==> config.mk <==
export PLATFORM = sky130hd
export DESIGN_NAME = pia_id_regs
export DESIGN_NICKNAME = d
export VERILOG_FILES = /design/src/inc/pia_pkg.sv /design/src/pia_ident_word.sv /design/src/pia_id_regs.sv
export SDC_FILE = /design/constraint.sdc
export NUM_CORES = 1
export LEC_CHECK = 0
export BUFFER_PORTS_ARGS = -buffer_cell sky130_fd_sc_hd__buf_2
export CORE_ASPECT_RATIO = 0.6
export CORE_MARGIN = 4
export CORE_UTILIZATION = 35
export CTS_CLUSTER_SIZE = 28
export DETAILED_ROUTE_END_ITERATION = 6
export GPL_ROUTABILITY_DRIVEN = 0
export SYNTH_ARGS = -nofsm -noshare
export SYNTH_HDL_FRONTEND = slang
export SYNTH_SLANG_ARGS = --single-unit
==> constraint.sdc <==
create_clock -name clk_sys_i -period 1.8 [get_ports clk_sys_i]
set_input_delay 0.36 -clock clk_sys_i [delete_from_list [all_inputs] [get_ports clk_sys_i]]
set_output_delay 0.36 -clock clk_sys_i [all_outputs]
set_load 0.03 [all_outputs]
==> src/inc/pia_pkg.sv <==
`default_nettype none

package pia_pkg;

    // ----------------------------------------------------------------
    // management access
    // ----------------------------------------------------------------
    localparam int ADDR_W = 5;
    localparam int DATA_W = 16;

    localparam logic [ADDR_W-1:0] OFS_ID_HIGH = 5'h02;
    localparam logic [ADDR_W-1:0] OFS_ID_LOW = 5'h03;
    localparam logic [ADDR_W-1:0] OFS_ADVERT = 5'h04;

    // ----------------------------------------------------------------
    // identifier layout
    // ----------------------------------------------------------------
    localparam int ORG_ID_W = 24;
    localparam int MODEL_W = 6;
    localparam int REV_W = 4;
    // org id vector bit that holds standard bit 3, and bit 19
    localparam int ORG_HIGH_TOP = 21;
    localparam int ORG_HIGH_BOT = 6;
    localparam int ORG_LOW_TOP = 5;
    localparam int ORG_LOW_BOT = 0;
    // identifier low word field positions
    localparam int ID_LOW_ORG_TOP = 15;
    localparam int ID_LOW_ORG_BOT = 10;
    localparam int ID_LOW_MODEL_TOP = 9;
    localparam int ID_LOW_MODEL_BOT = 4;
    localparam int ID_LOW_REV_TOP = 3;
    localparam int ID_LOW_REV_BOT = 0;

    // arbitrary neutral identity values
    localparam logic [ORG_ID_W-1:0] ORG_ID_DEFAULT = 24'h00_1A2B;
    localparam logic [MODEL_W-1:0] MODEL_DEFAULT = 6'h01;
    localparam logic [REV_W-1:0] REV_DEFAULT = 4'h0;

    // ----------------------------------------------------------------
    // advertisement layout and reset values
    // ----------------------------------------------------------------
    localparam int SEL_W = 5;
    localparam int ADV_NEXT_PAGE_BIT = 15;
    localparam int ADV_ACK_BIT = 14;
    localparam int ADV_FOUR_PAIR_BIT = 9;

    localparam logic RST_REMOTE_FAULT = 1'b0;
    localparam logic [1:0] RST_RESERVED = 2'h0;
    localparam logic RST_FLOW_CTRL = 1'b0;
    localparam logic RST_SPEED_ABILITY = 1'b1;
    localparam logic [SEL_W-1:0] RST_SELECTOR = 5'h01;
    localparam logic FIXED_NEXT_PAGE = 1'b0;
    localparam logic FIXED_FOUR_PAIR = 1'b0;

    // ----------------------------------------------------------------
    // carriers
    // ----------------------------------------------------------------
    typedef struct packed {
        logic next_page_flag;
        logic ack_flag;
        logic remote_fault_flag;
        logic [1:0] reserved;
        logic flow_control_advert;
        logic four_pair_100m_advert;
        logic fast_full_duplex_advert;
        logic fast_half_duplex_advert;
        logic ten_full_duplex_advert;
        logic ten_half_duplex_advert;
        logic [SEL_W-1:0] selector;
    } pia_advert_t;

    typedef struct packed {
        logic wr;
        logic rd;
        logic [ADDR_W-1:0] addr;
        logic [DATA_W-1:0] wdata;
    } pia_mgmt_req_t;

    typedef struct packed {
        logic [DATA_W-1:0] high;
        logic [DATA_W-1:0] low;
    } pia_ident_t;

endpackage : pia_pkg

`default_nettype wire

==> src/pia_ident_word.sv <==
`timescale 1ns/100ps
`default_nettype none

module pia_ident_word #(
    parameter logic [pia_pkg::ORG_ID_W-1:0] ORG_ID = pia_pkg::ORG_ID_DEFAULT,
    parameter logic [pia_pkg::MODEL_W-1:0] MODEL = pia_pkg::MODEL_DEFAULT,
    parameter logic [pia_pkg::REV_W-1:0] REV = pia_pkg::REV_DEFAULT
) (
    // identifier words
    output var pia_pkg::pia_ident_t ident_o
);

    // ----------------------------------------------------------------
    // word assembly, top two org id bits never used
    // ----------------------------------------------------------------
    wire logic [pia_pkg::DATA_W-1:0] high_word;
    wire logic [pia_pkg::DATA_W-1:0] low_word;

    assign high_word = ORG_ID[pia_pkg::ORG_HIGH_TOP:pia_pkg::ORG_HIGH_BOT];
    assign low_word = {ORG_ID[pia_pkg::ORG_LOW_TOP:pia_pkg::ORG_LOW_BOT],
                       MODEL,
                       REV};

    assign ident_o = '{high: high_word, low: low_word};

endmodule : pia_ident_word

`default_nettype wire

==> src/pia_id_regs.sv <==
`timescale 1ns/100ps
`default_nettype none

module pia_id_regs #(
    parameter logic [pia_pkg::ORG_ID_W-1:0] ORG_ID = pia_pkg::ORG_ID_DEFAULT,
    parameter logic [pia_pkg::MODEL_W-1:0] MODEL = pia_pkg::MODEL_DEFAULT,
    parameter logic [pia_pkg::REV_W-1:0] REV = pia_pkg::REV_DEFAULT
) (
    // clock and reset
    input wire logic clk_sys_i,
    input wire logic rst_i,
    // management register port
    input wire pia_pkg::pia_mgmt_req_t mgmt_req_i,
    output logic [pia_pkg::DATA_W-1:0] mgmt_rdata_o,
    output logic mgmt_rvalid_o,
    output logic mgmt_hit_o,
    // auto-negotiation side
    input wire logic autoneg_ack_i,
    output logic [pia_pkg::DATA_W-1:0] advert_word_o,
    output logic advert_updated_o
);

    // ----------------------------------------------------------------
    // identifier words
    // ----------------------------------------------------------------
    pia_pkg::pia_ident_t ident;

    pia_ident_word #(
        .ORG_ID(ORG_ID),
        .MODEL(MODEL),
        .REV(REV)
    ) u_ident (
        .ident_o(ident)
    );

    // ----------------------------------------------------------------
    // address decode
    // ----------------------------------------------------------------
    wire logic sel_id_high;
    wire logic sel_id_low;
    wire logic sel_advert;
    wire logic sel_any;
    wire logic advert_write;

    assign sel_id_high = (mgmt_req_i.addr == pia_pkg::OFS_ID_HIGH);
    assign sel_id_low = (mgmt_req_i.addr == pia_pkg::OFS_ID_LOW);
    assign sel_advert = (mgmt_req_i.addr == pia_pkg::OFS_ADVERT);
    assign sel_any = sel_id_high | sel_id_low | sel_advert;
    // identifier writes have no target at all
    assign advert_write = mgmt_req_i.wr & sel_advert;

    // ----------------------------------------------------------------
    // advertisement storage
    // ----------------------------------------------------------------
    pia_pkg::pia_advert_t advert_reg;
    pia_pkg::pia_advert_t advert_next;
    pia_pkg::pia_advert_t advert_wr;
    pia_pkg::pia_advert_t advert_rst;
    logic ack_reg;

    assign advert_wr = pia_pkg::pia_advert_t'(mgmt_req_i.wdata);

    assign advert_rst = '{
        next_page_flag: pia_pkg::FIXED_NEXT_PAGE,
        ack_flag: 1'b0,
        remote_fault_flag: pia_pkg::RST_REMOTE_FAULT,
        reserved: pia_pkg::RST_RESERVED,
        flow_control_advert: pia_pkg::RST_FLOW_CTRL,
        four_pair_100m_advert: pia_pkg::FIXED_FOUR_PAIR,
        fast_full_duplex_advert: pia_pkg::RST_SPEED_ABILITY,
        fast_half_duplex_advert: pia_pkg::RST_SPEED_ABILITY,
        ten_full_duplex_advert: pia_pkg::RST_SPEED_ABILITY,
        ten_half_duplex_advert: pia_pkg::RST_SPEED_ABILITY,
        selector: pia_pkg::RST_SELECTOR
    };

    // fixed fields never take write data
    always_comb begin
        advert_next = advert_reg;
        advert_next.next_page_flag = pia_pkg::FIXED_NEXT_PAGE;
        advert_next.ack_flag = 1'b0;
        advert_next.four_pair_100m_advert = pia_pkg::FIXED_FOUR_PAIR;
        if (advert_write) begin
            advert_next.remote_fault_flag = advert_wr.remote_fault_flag;
            advert_next.reserved = advert_wr.reserved;
            advert_next.flow_control_advert = advert_wr.flow_control_advert;
            advert_next.fast_full_duplex_advert = advert_wr.fast_full_duplex_advert;
            advert_next.fast_half_duplex_advert = advert_wr.fast_half_duplex_advert;
            advert_next.ten_full_duplex_advert = advert_wr.ten_full_duplex_advert;
            advert_next.ten_half_duplex_advert = advert_wr.ten_half_duplex_advert;
            advert_next.selector = advert_wr.selector;
        end
    end

    always_ff @(posedge clk_sys_i) begin
        if (rst_i) begin
            advert_reg <= advert_rst;
        end else begin
            advert_reg <= advert_next;
        end
    end

    // ack follows the negotiation logic only
    always_ff @(posedge clk_sys_i) begin
        if (rst_i) begin
            ack_reg <= 1'b0;
        end else begin
            ack_reg <= autoneg_ack_i;
        end
    end

    // ----------------------------------------------------------------
    // visible advertisement word
    // ----------------------------------------------------------------
    pia_pkg::pia_advert_t advert_view;

    always_comb begin
        advert_view = advert_reg;
        advert_view.next_page_flag = pia_pkg::FIXED_NEXT_PAGE;
        advert_view.ack_flag = ack_reg;
        advert_view.four_pair_100m_advert = pia_pkg::FIXED_FOUR_PAIR;
    end

    // ----------------------------------------------------------------
    // read path
    // ----------------------------------------------------------------
    wire logic [pia_pkg::DATA_W-1:0] rdata_sel;

    assign rdata_sel = sel_id_high ? ident.high :
                       sel_id_low ? ident.low :
                       sel_advert ? pia_pkg::DATA_W'(advert_view) :
                       '0;

    logic [pia_pkg::DATA_W-1:0] rdata_reg;
    logic rvalid_reg;
    logic hit_reg;

    always_ff @(posedge clk_sys_i) begin
        if (rst_i) begin
            rdata_reg <= '0;
            rvalid_reg <= 1'b0;
            hit_reg <= 1'b0;
        end else begin
            rvalid_reg <= mgmt_req_i.rd;
            hit_reg <= mgmt_req_i.rd & sel_any;
            if (mgmt_req_i.rd) begin
                rdata_reg <= rdata_sel;
            end
        end
    end

    assign mgmt_rdata_o = rdata_reg;
    assign mgmt_rvalid_o = rvalid_reg;
    assign mgmt_hit_o = hit_reg;

    // ----------------------------------------------------------------
    // auto-negotiation feed
    // ----------------------------------------------------------------
    logic [pia_pkg::DATA_W-1:0] advert_out_reg;
    logic updated_reg;
    wire logic [pia_pkg::DATA_W-1:0] advert_out_next;

    assign advert_out_next = pia_pkg::DATA_W'(advert_view);

    always_ff @(posedge clk_sys_i) begin
        if (rst_i) begin
            advert_out_reg <= pia_pkg::DATA_W'(advert_rst);
            updated_reg <= 1'b0;
        end else begin
            advert_out_reg <= advert_out_next;
            updated_reg <= advert_write;
        end
    end

    assign advert_word_o = advert_out_reg;
    assign advert_updated_o = updated_reg;

endmodule : pia_id_regs

`default_nettype wire

## Word level (Yosys, flattened, before mapping)

Cells that the tools add are included.
W data, S select, Z words.

| storage, ports and cells | value |
|---|---|
| register bits after elaboration | 49 |
| latch bits | 0 |
| bits in writable memories | 0 |
| bits in read-only memories | 0 |
| input port bits | 26 |
| memories kept | 0 |

| operators by class | value |
|---|---|
| add/subtract/negate cells | 0 |
| multiply operators | 0 |
| div/mod/pow operators | 0 |
| order comparisons | 0 |
| equal/unequal tests | 3 |
| shifts and indexed selects | 0 |
| multiplexer cells | 3 |
| bitwise operators | 4 |
| reduce and logical (&&, ||, !) cells | 0 |

Operators by type and width:

| cell | number |
|---|---|
| $mux W16 | 2 |
| $mux W15 | 1 |
| $eq A5 B2 Y1 const B | 2 |
| $eq A5 B3 Y1 const B | 1 |
| $and A1 B1 Y1 | 2 |
| $or A1 B1 Y1 | 2 |

## Longest topological paths before layout

| logic depth | value |
|---|---|
| depth in word-level cells | 4 |
| gate-level depth with buffers | 4 |
| gate-level depth less buffers | 3 |

## Modules after synthesis

A second synthesis with hierarchy kept.

| unflattened totals | value |
|---|---|
| cells, all modules | 243 |
| area total of the unflattened synthesis | 2178.3 sq um |

By module, submodules not included:

| module | instances | cells each | area an instance (sq um) | sequential area each (sq um) |
|---|---|---|---|---|
| pia_id_regs | 1 | 209 | 1930.6 | 940.9 |
| pia_ident_word | 1 | 34 | 247.7 | 0.0 |

## Least setup slack after synthesis

Ideal clock, no wire load.

| path | value |
|---|---|
| path kind | input port to flip-flop |
| from | input port mgmt_req_i[17] in the netlist's numbering |
| to | register advert_reg (netlist bit advert_out_next[11]) |
| library setup time | 0.121 ns |
| arrival | 1.258 ns |
| path slack | 0.420 ns |
| stages | 4 |
| buffers on the path | 1 |
| cells stage by stage | nor3b_4 -> nand3_4 -> buf_6 -> mux2_4 |

| on the way | value |
|---|---|
| word-level cells in the longest chain between the ends | 2 |

Ends and longest elaborated chain:

| item | line | RTL |
|---|---|---|
| from (decl) | pia_id_regs.sv:13 | `input wire pia_pkg::pia_mgmt_req_t mgmt_req_i,` |
| $eq A5 B3 Y1 | pia_id_regs.sv:47 | `assign sel_advert = (mgmt_req_i.addr == pia_pkg::OFS_ADVERT);` |
| $and A1 B1 Y1 | pia_id_regs.sv:50 | `assign advert_write = mgmt_req_i.wr & sel_advert;` |
| to (signal assigned) | pia_id_regs.sv:97 | `advert_reg <= advert_rst;` |
| to (signal assigned) | pia_id_regs.sv:99 | `advert_reg <= advert_next;` |
| to (decl) | pia_id_regs.sv:55 | `pia_pkg::pia_advert_t advert_reg;` |

Every way passes these cells.
A chain may end at the register's enable or synchronous reset.

## Worst setup path in the final report

| path | value |
|---|---|
| from | register rdata_reg (netlist bit mgmt_rdata_o[12]) |
| to | output port mgmt_rdata_o[12] in the netlist's numbering |

RTL lines:

| item | line | RTL |
|---|---|---|
| from (decl) | pia_id_regs.sv:134 | `logic [pia_pkg::DATA_W-1:0] rdata_reg;` |
| from (signal assigned) | pia_id_regs.sv:147 | `rdata_reg <= rdata_sel;` |
| to (decl) | pia_id_regs.sv:14 | `output logic [pia_pkg::DATA_W-1:0] mgmt_rdata_o,` |

No word-level cell between the ends.

==> impl_metrics.prom <==
# TYPE chip_impl_metric gauge
chip_impl_metric{name="fmax",unit="GHz"} 0.829
chip_impl_metric{name="multiInputGateArea",unit="um2"} 637
chip_impl_metric{name="clk_transition_reported_paths",unit="ns"} 0.08
chip_impl_metric{name="synth.area.mux_share",unit="%"} 9.49
chip_impl_metric{name="postRouteWirelength",unit="um"} 3380
chip_impl_metric{name="drive_above_1_share",unit="%"} 34.4
chip_impl_metric{name="cts_buffers",unit=""} 5
chip_impl_metric{name="initial_core_util",unit="%"} 38.0
chip_impl_metric{name="number_of_nets_in_the_finished_design",unit=""} 243
chip_impl_info{name="setup_repair_after_global_routing_missed_its_margin",value="no"} 1
chip_impl_metric{name="clock_power_share",unit="%"} 39.0
chip_impl_metric{name="drv_slew",unit=""} 0
chip_impl_metric{name="power.combinational.fraction",unit="%"} 6.6
chip_impl_metric{name="buffer_ports.inserted",unit=""} 54
chip_impl_metric{name="ys_seq_area_share",unit="%"} 56.4
chip_impl_metric{name="placedInstanceArea",unit="mm2"} 0.00196
chip_impl_metric{name="dp.cells",unit=""} 270
chip_impl_metric{name="power_density",unit="mW/mm2"} 917
chip_impl_info{name="cts_tree",value="yes"} 1
chip_impl_metric{name="clk_lat_worst_skew",unit="ns"} 0.29
chip_impl_metric{name="final.setup.tns",unit="ns"} 0
chip_impl_metric{name="boundaryPins",unit=""} 61
chip_impl_info{name="path_delay_family",value="flip-flops"} 1
chip_impl_metric{name="core-area",unit="mm2"} 0.00430
chip_impl_metric{name="first_global_vias",unit=""} 1155
chip_impl_metric{name="fp-row-count",unit=""} 18
chip_impl_metric{name="yosys_register_bits",unit=""} 46
chip_impl_metric{name="number_of_antenna_violations_at_the_first_check_in_global_routing",unit=""} 0
chip_impl_metric{name="floorplan.die_area",unit="mm2"} 0.00586
chip_impl_metric{name="power.internal",unit="mW"} 1.49
chip_impl_metric{name="switching_part_of_the_total_power",unit="%"} 21.3
chip_impl_info{name="start_kind",value="flop"} 1
chip_impl_metric{name="flow.area_growth_from_synthesis",unit="%"} 26.2
chip_impl_metric{name="critPathMaxFanout",unit=""} 2
chip_impl_metric{name="route.detailed.drc",unit=""} 0
chip_impl_metric{name="finalWorstPathRequiredPeriod",unit="ns"} 1.21
chip_impl_metric{name="max-clock-path-buffers",unit=""} 2
chip_impl_metric{name="power_share_of_the_sequential_group",unit="%"} 54.4
chip_impl_metric{name="route.antenna.remaining_nets",unit=""} 0
chip_impl_info{name="combinational_family_with_the_most_area_after_synthesis",value="simple AND/OR/NAND/NOR gates"} 1
chip_impl_metric{name="synth.distinct_cells",unit=""} 24
chip_impl_metric{name="drt-initial-drc-count",unit=""} 30
chip_impl_metric{name="syn-cell-area",unit="mm2"} 0.00163
chip_impl_metric{name="grt_max_degree",unit=""} 22
chip_impl_metric{name="peakVddDrop",unit="mV"} 0.580
chip_impl_metric{name="max_reg_flops",unit=""} 15
chip_impl_metric{name="detail_route.vias_per_cell",unit=""} 4.26
chip_impl_metric{name="seq_area",unit="um2"} 921
chip_impl_metric{name="antenna_cells_inserted",unit=""} 0
chip_impl_info{name="list_of_cells_traversed_by_the_critical_path",value="buf_2"} 1
chip_impl_metric{name="post-route-cell-area",unit="mm2"} 0.00206
chip_impl_metric{name="ctsHtreeMaxLevel",unit=""} 2
chip_impl_metric{name="fin_util",unit="%"} 47.9
chip_impl_info{name="cp_slowest_cell",value="dfxtp_1"} 1
chip_impl_metric{name="yosys.area_share.xor_xnor",unit="%"} 0
chip_impl_metric{name="p_leak",unit="nW"} 0.939
chip_impl_metric{name="via_count",unit=""} 1183
chip_impl_metric{name="post_cts.resized_instances",unit=""} 0
chip_impl_metric{name="period_share",unit="%"} 67.0
chip_impl_info{name="setup.worst_path.end_class",value="primary output"} 1
chip_impl_metric{name="final-hold-violation-count",unit=""} 0
chip_impl_metric{name="p_sw",unit="mW"} 0.402
chip_impl_metric{name="post_cts_buffers",unit=""} 0
chip_impl_info{name="min-delay-path-class",value="in -> reg"} 1
chip_impl_metric{name="yosys.area_share.simple",unit="%"} 21.7
chip_impl_metric{name="drt-wirelength-per-cell",unit="um"} 12.2
chip_impl_metric{name="finish.cell_count_without_fillers",unit=""} 278
chip_impl_metric{name="nFillCells",unit=""} 415
chip_impl_metric{name="detail_route.first_pass.iterations",unit=""} 4
chip_impl_metric{name="clock_skew",unit="ns"} 0.00449
chip_impl_info{name="cts.root.buffer_cell",value="clkbuf_8"} 1
chip_impl_metric{name="clock-sinks",unit=""} 46
chip_impl_metric{name="worst_hold_slack",unit="ns"} 0.280
chip_impl_metric{name="worst-endpoint-required",unit="ns"} 1.44
chip_impl_metric{name="adder_cell_share_of_the_synthesized_area",unit="%"} 0
chip_impl_metric{name="cts.hold.buffers_added",unit=""} 0
chip_impl_metric{name="chipWidth",unit="um"} 96.2
chip_impl_metric{name="crit_buf_inv",unit=""} 1
chip_impl_metric{name="cells_after_synthesis",unit=""} 161
chip_impl_info{name="worst_setup_path_category",value="reg -> out"} 1
chip_impl_metric{name="grt_remaining_overflow",unit=""} 0
chip_impl_metric{name="die-height",unit="um"} 60.9
chip_impl_metric{name="place.detailed.hpwl",unit="um"} 2380
chip_impl_metric{name="synth.avg_cell_area",unit="um2"} 10.1
chip_impl_metric{name="synth_compound_gate_area_share",unit="%"} 7.04
chip_impl_metric{name="total_routing_resource_utilization_after_global_routing",unit="%"} 12.6
chip_impl_metric{name="final-setup-viol-count",unit=""} 0
chip_impl_metric{name="yosys_warnings",unit=""} 0
chip_impl_info{name="status",value="finished clean"} 1
chip_impl_metric{name="grt_first_pass_wirelength",unit="um"} 5520
chip_impl_metric{name="max-cap-violations",unit=""} 0
chip_impl_metric{name="max_stage_delay",unit="ns"} 0.35
chip_impl_metric{name="worst-endpoint-arrival",unit="ns"} 0.85
[cells in the mapped netlist (all sizes together)]
cell	number	share of area, %
nand3	2	1.4
buf	6	2.6
o21ai	7	2.1
nor3b	2	1.6
a21oi	16	4.9
mux2	8	6.4
dfxtp	46	56
nand4	7	2.7
nor2b	19	7.3
nand2b	8	3.1
inv	6	1.4
mux2i	5	3.1
conb	1	0.23
nor2	14	3.4
and3b	1	0.54
nand2	8	1.8
clkbuf	5	1.1
[routing by layer]
| layer | GRT usage, % | vias up | routed length (um) |
|---|---|---|---|
| met5 | 0 | - | 0 |
| met4 | 3.64 | 0 | 11 |
| met3 | 5.20 | 2 | 288 |
| met2 | 17.9 | 39 | 1310 |
| met1 | 17.4 | 510 | 1780 |
| li1 | - | 632 | - |
[path summary, 6_finish.rpt]
check | start | to | slack [ns] | depth (start not counted)
max | mgmt_rdata_o[12] | mgmt_rdata_o[12] | 0.59 | 1
min | autoneg_ack_i | ack_reg | 0.28 | 2
max reg2reg | advert_out_next[12] | advert_out_next[12] | 0.97 | 2
min reg2reg | mgmt_rdata_o[10] | mgmt_rdata_o[10] | 0.46 | 2
[kinds of logic (layout without fill, tap and decap cells)]
family / Yosys count / in the layout
and+or+nand+nor: 61 / 61
DFF: 46 / 46
AOI/OAI and AO/OA: 23 / 23
buffers and inverters: 17 / 72
muxes: 13 / 13
other: 1 / 3
[layout make-up]
type | count | area share, %
clock buffer | 7 | 3.70
clock inverter | 1 | 1.46
inverter | 6 | 1.09
multi-input combinational | 100 | 30.9
sequential | 46 | 44.7
tap | 60 | 3.64
timing repair buffer | 58 | 14.6
[cells in the final DEF (no fill, tap or decap)]
master / netlist / final
nand4_1: 7 / 7
inv_1: 6 / 6
mux2_4: 4 / 4
mux2_2: 4 / 4
dfxtp_1: 46 / 46
nor3b_1: 1 / 1
buf_2: 1 / 54
nand2_1: 8 / 8
nand3_1: 1 / 1
bufinv_16: 0 / 1
a21oi_1: 16 / 16
conb_1: 1 / 3
buf_4: 3 / 4
nand3_4: 1 / 1
and3b_1: 1 / 1
nor2_2: 1 / 1
nor3b_4: 1 / 1
clkbuf_8: 0 / 5
o21ai_0: 7 / 7
nor2_1: 13 / 13
nor2b_1: 19 / 19
nand2b_1: 8 / 8
mux2i_1: 5 / 5
clkbuf_1: 5 / 2
[power groups by stage]
stage,Sequential (mW),Clock [mW],Combinational (mW)
4_1_cts,1.03,0.763,0.126
3_3_place_gp,1.05,0,0.126
5_1_grt,1.03,0.804,0.139
3_5_place_dp,1.05,0,0.125
6_report,1.03,0.737,0.125
2_1_floorplan,1.07,0,0.0683
[stage by stage]
step / setup slack (ns) / total power [mW]
3_5_place_dp: 0.287 / 1.18
2_1_floorplan: 0.420 / 1.13
6_report: 0.594 / 1.89
5_1_grt: 0.539 / 1.97
4_1_cts: 0.581 / 1.92
3_3_place_gp: 0.293 / 1.18
(Power assumes the default switching activity.)
